$ cat src/rtl/scpc_pkg.sv
/*
 * Package for the serial control port clocking block: constants and carrier structs.
 * Assumes one 200 MHz system clock; the serial link is sampled, not a clock domain.
 */
package scpc_pkg;

  // ----------------------------------------------------------------------
  // Framing
  // ----------------------------------------------------------------------
  localparam int unsigned BITS_PER_ACCESS = 8;
  localparam logic [3:0]  BIT_CNT_RESET   = 4'h0;
  localparam logic [7:0]  SHIFT_RESET     = 8'h00;
  localparam int unsigned MSB_POS         = 7;

  // ----------------------------------------------------------------------
  // Pin sampling
  // ----------------------------------------------------------------------
  localparam int unsigned SYNC_STAGES = 3;
  localparam logic [2:0]  SYNC_RESET  = 3'h0;

  // Pins of the serial port as seen by the device
  typedef struct packed {
    logic clk;
    logic sel_n;
    logic din;
  } scpc_pins_t;

  // Parallel side of the port
  typedef struct packed {
    logic       valid;
    logic [7:0] data;
  } scpc_byte_t;

  typedef enum logic [1:0] {
    SCPC_IDLE  = 2'b00,
    SCPC_SHIFT = 2'b01,
    SCPC_DONE  = 2'b10
  } scpc_state_t;

endpackage

$ cat src/rtl/scpc_port.sv
/*
 * Device end of the byte-wide serial control port: clock edge detection,
 * bit capture, bit launch, output and interrupt release.
 * Assumes the master keeps select low across all eight clock pulses.
 */
`timescale 1ns/100ps
// Overview of operation
// - Normal format: clock idles low, 8 pulses
// - Alternate format: clock idles high, 8 pulses
// - Output bit changes on falling clock edges
// - Input bit captured on rising clock edges
// - Output high impedance while select high
// - Interrupt released while select low
module scpc_port
  import scpc_pkg::*;
(
  input  wire logic       MCLK_IN,
  input  wire logic       RSTN_IN,
  input  wire logic       SERIAL_CTRL_CLOCK_IN,
  input  wire logic       SERIAL_CTRL_SEL_N_IN,
  input  wire logic       SERIAL_CTRL_IN_IN,
  input  wire logic [7:0] TX_DATA_IN,
  input  wire logic       INT_REQ_IN,
  output logic            SERIAL_CTRL_OUT_OUT,
  output logic            SERIAL_CTRL_OUT_OE_OUT,
  output logic            INT_N_OUT,
  output logic            INT_N_OE_OUT,
  output logic            RX_VALID_OUT,
  output logic [7:0]      RX_DATA_OUT,
  output logic            ALT_FORMAT_OUT
);

  // ----------------------------------------------------------------------
  // Pin sampling
  // ----------------------------------------------------------------------
  wire scpc_pins_t pins;

  scpc_sync u_sync_clk (
    .clk_in         (MCLK_IN),
    .rst_n_in       (RSTN_IN),
    .pin_in         (SERIAL_CTRL_CLOCK_IN),
    .reset_level_in (1'b0),
    .level_out      (pins.clk)
  );

  scpc_sync u_sync_sel (
    .clk_in         (MCLK_IN),
    .rst_n_in       (RSTN_IN),
    .pin_in         (SERIAL_CTRL_SEL_N_IN),
    .reset_level_in (1'b1),
    .level_out      (pins.sel_n)
  );

  scpc_sync u_sync_din (
    .clk_in         (MCLK_IN),
    .rst_n_in       (RSTN_IN),
    .pin_in         (SERIAL_CTRL_IN_IN),
    .reset_level_in (1'b1),
    .level_out      (pins.din)
  );

  // ----------------------------------------------------------------------
  // State
  // ----------------------------------------------------------------------
  typedef struct packed {
    scpc_state_t state;
    logic        clk_prev;
    logic        alt_fmt;
    logic [3:0]  rise_cnt;
    logic [7:0]  rx_shift;
    logic [7:0]  tx_shift;
    logic        dout;
    logic        rx_valid;
    logic [7:0]  rx_data;
    logic        int_pend;
  } scpc_port_t;

  scpc_port_t st_reg;
  scpc_port_t st_next;

  // ----------------------------------------------------------------------
  // Helpers
  // ----------------------------------------------------------------------
  // Edge towards a level between two samples of the filtered clock
  function automatic logic edge_to(input logic now_lvl,
                                   input logic prev_lvl,
                                   input logic to_lvl);
    return (now_lvl == to_lvl) && (prev_lvl != to_lvl);
  endfunction

  // Receive shifter, MSB first; also forms the finished byte
  function automatic logic [7:0] shift_in(input logic [7:0] word,
                                          input logic       bit_in);
    return {word[6:0], bit_in};
  endfunction

  logic rise;
  logic fall;
  logic sel_edge;

  assign rise     = edge_to(pins.clk, st_reg.clk_prev, 1'b1);
  assign fall     = edge_to(pins.clk, st_reg.clk_prev, 1'b0);
  // Select seen low while waiting for an access
  assign sel_edge = (st_reg.state == SCPC_IDLE) & ~pins.sel_n;

  // ----------------------------------------------------------------------
  // Next state
  // ----------------------------------------------------------------------
  always_comb begin
    st_next          = st_reg;
    st_next.clk_prev = pins.clk;
    st_next.rx_valid = 1'b0;
    st_next.int_pend = INT_REQ_IN;
    unique case (st_reg.state)
      SCPC_IDLE: begin
        // Idle clock level picks the format; both accepted
        st_next.alt_fmt = pins.clk;
        if (sel_edge) begin
          st_next.state    = SCPC_SHIFT;
          st_next.rise_cnt = BIT_CNT_RESET;
          st_next.tx_shift = TX_DATA_IN;
          // First bit is valid straight after select falls
          st_next.dout     = TX_DATA_IN[MSB_POS];
        end
      end
      SCPC_SHIFT: begin
        if (pins.sel_n) begin
          st_next.state = SCPC_IDLE;
        end else begin
          // In alternate format the leading fall is idle-exit, not a launch
          if (fall && (st_reg.rise_cnt != BIT_CNT_RESET)) begin
            st_next.dout = st_reg.tx_shift[MSB_POS];
          end
          if (rise) begin
            st_next.rx_shift = shift_in(st_reg.rx_shift, pins.din);
            st_next.tx_shift = {st_reg.tx_shift[6:0], 1'b0};
            st_next.rise_cnt = st_reg.rise_cnt + 4'h1;
            if (st_reg.rise_cnt == 4'(BITS_PER_ACCESS - 1)) begin
              st_next.rx_valid = 1'b1;
              st_next.rx_data  = shift_in(st_reg.rx_shift, pins.din);
              st_next.state    = SCPC_DONE;
            end
          end
        end
      end
      SCPC_DONE: begin
        // Extra pulses after the eighth are ignored until select rises
        if (pins.sel_n) begin
          st_next.state = SCPC_IDLE;
        end
      end
      default: begin
        st_next.state = SCPC_IDLE;
      end
    endcase
  end

  // ----------------------------------------------------------------------
  // State register
  // ----------------------------------------------------------------------
  // Clock history resets low, matching the filtered clock's reset level
  always_ff @(posedge MCLK_IN or negedge RSTN_IN) begin
    if (!RSTN_IN) begin
      st_reg <= '{state:    SCPC_IDLE,
                  clk_prev: 1'b0,
                  alt_fmt:  1'b0,
                  rise_cnt: BIT_CNT_RESET,
                  rx_shift: SHIFT_RESET,
                  tx_shift: SHIFT_RESET,
                  dout:     1'b0,
                  rx_valid: 1'b0,
                  rx_data:  SHIFT_RESET,
                  int_pend: 1'b0};
    end else begin
      st_reg <= st_next;
    end
  end

  // ----------------------------------------------------------------------
  // Pin drivers
  // ----------------------------------------------------------------------
  assign SERIAL_CTRL_OUT_OUT    = st_reg.dout;
  assign SERIAL_CTRL_OUT_OE_OUT = ~pins.sel_n;
  // Open drain: drives low only while pending and select high
  assign INT_N_OUT              = 1'b0;
  assign INT_N_OE_OUT           = st_reg.int_pend & pins.sel_n;
  assign RX_VALID_OUT           = st_reg.rx_valid;
  assign RX_DATA_OUT            = st_reg.rx_data;
  assign ALT_FORMAT_OUT         = st_reg.alt_fmt;

endmodule

$ cat src/rtl/scpc_sync.sv
/*
 * Three-stage pin synchroniser; a change counts when stages two and three agree.
 * Assumes the input is asynchronous to clk_in.
 */
`timescale 1ns/100ps
module scpc_sync
  import scpc_pkg::*;
(
  input  wire logic clk_in,
  input  wire logic rst_n_in,
  input  wire logic pin_in,
  input  wire logic reset_level_in,
  output logic      level_out
);

  typedef struct packed {
    logic [2:0] stage;
    logic       level;
  } scpc_sync_t;

  scpc_sync_t st_reg;
  scpc_sync_t st_next;

  always_comb begin
    st_next       = st_reg;
    // Held relative to the reset level, so reset loads constants only
    st_next.stage = {st_reg.stage[1:0], pin_in ^ reset_level_in};
    // Stage 0 is read only by stage 1; filter looks at 1 and 2
    if (st_reg.stage[1] == st_reg.stage[2]) begin
      st_next.level = st_reg.stage[2];
    end
  end

  // All zero means "at the reset level"; no false change after reset
  always_ff @(posedge clk_in or negedge rst_n_in) begin
    if (!rst_n_in) begin
      st_reg <= '{stage: SYNC_RESET, level: 1'b0};
    end else begin
      st_reg <= st_next;
    end
  end

  assign level_out = st_reg.level ^ reset_level_in;

endmodule

$ cat config.mk
export PLATFORM = sky130hd
export DESIGN_NAME = scpc_port
export DESIGN_NICKNAME = d
export VERILOG_FILES = /design/src/rtl/scpc_pkg.sv /design/src/rtl/scpc_port.sv /design/src/rtl/scpc_sync.sv
export SDC_FILE = /design/constraint.sdc
export NUM_CORES = 1
export LEC_CHECK = 0
export BUFFER_PORTS_ARGS = -buffer_cell sky130_fd_sc_hd__buf_2
export CAP_MARGIN = 40
export CORE_MARGIN = 8
export CORE_UTILIZATION = 35
export CTS_CLUSTER_DIAMETER = 120
export DETAILED_ROUTE_END_ITERATION = 7
export PLACE_DENSITY_LB_ADDON = 0.08
export SETUP_SLACK_MARGIN = 0.3
export SYNTH_ARGS = -nofsm -noshare
export SYNTH_HDL_FRONTEND = slang
export SYNTH_SLANG_ARGS = --single-unit
$ cat constraint.sdc
create_clock -name MCLK_IN -period 2.05 [get_ports MCLK_IN]
set_input_delay 0.205 -clock MCLK_IN [delete_from_list [all_inputs] [get_ports MCLK_IN]]
set_output_delay 0.205 -clock MCLK_IN [all_outputs]
set_load 0.01 [all_outputs]
==> results.sh <==
export IMPL_outcome="finished with violations"
export IMPL_violations="negative hold slack"
export IMPL_power_density_nw_per_um2=901.7
export IMPL_p_int_mw=1.421
export IMPL_cp_arrival_ps=1840
export IMPL_grt_usage_pct=9.321
export IMPL_io_pins=28
export IMPL_wire_per_inst_um=13.80
export IMPL_power_frac_seq_pct=58.3
export IMPL_drt_iter0_drc=50
export IMPL_mostFrequentLayoutCells="dfrtp_1 (46), buf_2 (26), mux2_2 (14)"
export IMPL_setup_tns_ps=0
export IMPL_avgSynthCellArea_sq_um=12.95
export IMPL_crit_required_ps=2230
export IMPL_leakage_nw=1.021
export IMPL_layout_min_cycle_time_ps=1656
export IMPL_worstPathCellList="ha_1 -> nand4b_1 -> nor3_4 -> buf_4 -> mux2_2"
export IMPL_hold_path_class="input port to asynchronous set/reset pin"
export IMPL_die_height_um=89.50
export IMPL_ant_nets=0
export IMPL_p_sw_share_pct=26.62
export IMPL_drc=0
export IMPL_yosysUniqueCellTypes=35
export IMPL_drive_gt1_share_pct=31.98
export IMPL_core_sq_um=5172
export IMPL_fin_worst_hold_slack_ps=-10.38
export IMPL_worst_slack_ps=394.4
export IMPL_largest_reg_flops=23
export IMPL_finalSetupViolCount=0
export IMPL_syn_cell_area_sq_um=1891
export IMPL_synth_area_top_cells="dfrtp_1 (61%), mux2_2 (8.3%), buf_4 (4.0%), mux2i_1 (2.1%), o22ai_1 (2.0%)"
export IMPL_grt_ovfl_total=0
export IMPL_fill_cells=499
export IMPL_yosysTopAreaCellShare_pct=60.89
export IMPL_yosys_warnings=0
export IMPL_drtPass1Iterations=4
export IMPL_final_common_cell="dfrtp_1"
export IMPL_cp_end_kind="flip-flop"
export IMPL_cts_buffers=5
export IMPL_power_mw=1.936
export IMPL_io_buffers=26
export IMPL_timing_slew_headroom_pct=62.34
export IMPL_place_area_sq_um=2044
export IMPL_crit_path_top_delay_cell="dfrtp_1"
export IMPL_clk_latency_ps=290
export IMPL_die_area_sq_um=8009
export IMPL_finish_utilization_pct=41.51
export IMPL_synth_nets=162
export IMPL_hold_viol=32
export IMPL_synth_cells=146
export IMPL_grt_pass1_vias=1201
export IMPL_drv_cap=0
export IMPL_routed_via_count=1170
export IMPL_htreeDepth=2
export IMPL_yosysSeqAreaShare_pct=60.89
export IMPL_stdcell_area_sq_um=2147
export IMPL_via_per_inst=4.835
export IMPL_clock_path_buffers=2
export IMPL_fmax_ghz=0.6040
export IMPL_hold_buffers=0
export IMPL_drt_wl_total_um=3339
export IMPL_dp_slack_ps=275.1
export IMPL_die_x_um=89.50
export IMPL_fin_worst_skew_ps=5.201
export IMPL_crit_type="flip-flop to flip-flop"
export IMPL_grt_max_degree=47
export IMPL_vdd_drop_max_mv=0.2895
export IMPL_crit_path_max_fanout=6
export IMPL_cp_top_family="simple AND/OR/NAND/NOR gates"
export IMPL_diodes=0
export IMPL_p_sw_mw=0.5153
export IMPL_nets=188
export IMPL_initial_core_util_pct=36.55
export IMPL_num_rows=26
export IMPL_grt_antenna_before_repair=0
export IMPL_power_frac_clock_pct=26.6
export IMPL_max_stage_delay_ps=400
export IMPL_rsz0062_at_grt="yes"
export IMPL_combPwrFrac_pct=15.1
export IMPL_timing_final_crit_share_pct=80.76
export IMPL_hpwl_um=2296
export IMPL_clock_sinks=46
export IMPL_cts_tree="yes"
export IMPL_slew_violations=0
export IMPL_clk_pin_slew_ps=80
export IMPL_gp_congestion=0.7997
export IMPL_synth_seq_cells=46
export IMPL_areaGrowthSynthToFinish_pct=13.57
export IMPL_critPathLaunchType="flip-flop"
export IMPL_grt_pass1_wl_um=5713
export IMPL_cts_root_buf="clkbuf_8"
export IMPL_synth_area_leader_cell="dfrtp_1"
export IMPL_crit_buf_inv=1
export IMPL_worst_pin_slew_ps=564.8
==> power by group through the flow <==
stage	logic, mW	clock network [mW]	registers [mW]
6_report	0.293	0.515	1.13
5_1_grt	0.328	0.576	1.15
4_1_cts	0.301	0.541	1.13
3_5_place_dp	0.300	0	1.15
3_3_place_gp	0.296	0	1.14
2_1_floorplan	0.209	0	1.13
==> metrics by stage <==
| stage | instances | hold WS, ps |
|---|---|---|
| 6_report | 242 | -10.38 |
| 5_1_grt | 242 | 2.025 |
| 4_1_cts | 241 | 7.617 |
| 3_5_place_dp | 232 | 315.9 |
| 3_3_place_gp | 232 | 315.1 |
| 2_1_floorplan | 146 | -90.59 |
==> worst reg2reg max path, stage by stage, from the launching register on <==
cell and delay [ps]:
dfrtp_1 400, ha_1 210, nand4b_1 230, nor3_4 190, buf_4 180, mux2_2 340
==> cell usage after synthesis <==
cell type	n
a211oi_1	1
a21oi_1	2
a22oi_1	2
a2bb2oi_1	4
a31oi_1	1
a32o_1	1
and4bb_2	1
buf_2	3
buf_4	10
clkbuf_1	1
conb_1	1
dfrtp_1	46
ha_1	2
inv_1	9
maj3_1	3
mux2_2	14
mux2i_1	4
nand2_1	4
nand2b_1	2
nand3_1	2
nand3b_1	1
nand4b_1	2
nor2_1	4
nor2b_1	5
nor3_1	2
nor3_4	1
nor3b_1	1
o211ai_1	1
o21a_1	1
o21ai_0	3
o22ai_1	6
o2bb2ai_1	2
o311ai_0	2
or3_1	1
or4_1	1
==> final timing paths <==
path                                                 startpoint                         endpoint  slack [ps]  cells past startpoint
worst max register to register           st_reg[28]$_DFFE_PN0P_       RX_DATA_OUT[1]$_DFFE_PN0P_         390                      5
worst min-delay path                                    RSTN_IN              st_reg[0]$_DFF_PN0_         -10                      2
min in group MCLK_IN                       SERIAL_CTRL_CLOCK_IN  u_sync_clk.st_next[2]$_DFF_PN0_          20                      1
worst max-delay path                     st_reg[28]$_DFFE_PN0P_       RX_DATA_OUT[1]$_DFFE_PN0P_         390                      5
max in group asynchronous                               RSTN_IN           st_reg[22]$_DFFE_PN0P_        1680                      2
worst min register to register  u_sync_clk.st_next[2]$_DFF_PN0_  u_sync_clk.st_next[3]$_DFF_PN0_         360                      0
==> layout make-up <==
type	count	area, sq um	share of cell area (%)
timing repair buffer	33	182.7	8.508
clock buffer	6	72.57	3.380
multi-input combinational	77	611.8	28.50
sequential	46	1151	53.61
inverter	9	33.78	1.573
tap	70	87.58	4.079
clock inverter	1	7.507	0.3497
==> cells by family after synthesis <==
| kind of cell | after synthesis | synth area share, % |
|---|---|---|
| other | 1 | 0.1984 |
| multiplexers | 18 | 10.46 |
| AND/OR/NAND/NOR | 27 | 8.935 |
| buffers and inverters | 23 | 6.750 |
| adder cells (fa/ha/maj) | 5 | 2.912 |
| AO/OA/AOI/OAI | 26 | 9.862 |
| flip-flops | 46 | 60.89 |
==> timing repair <==
item	in CTS	in global routing
pin swaps	1	2
buffers inserted	2	1
endpoints found under the setup margin	7	8
gates resized for setup	0	1
==> per-layer routing <==
metal | GRT usage [%] | part of all wire, % | vias to the layer above | routed length (um)
li1 | - | - | 557 | -
met1 | 11.98 | 48 | 579 | 1589
met2 | 13.80 | 45 | 30 | 1504
met3 | 3.401 | 6.3 | 4 | 212
met4 | 3.776 | 0.99 | 0 | 33
met5 | 0 | 0 | - | 0
Power figures use the tool's default switching activity.
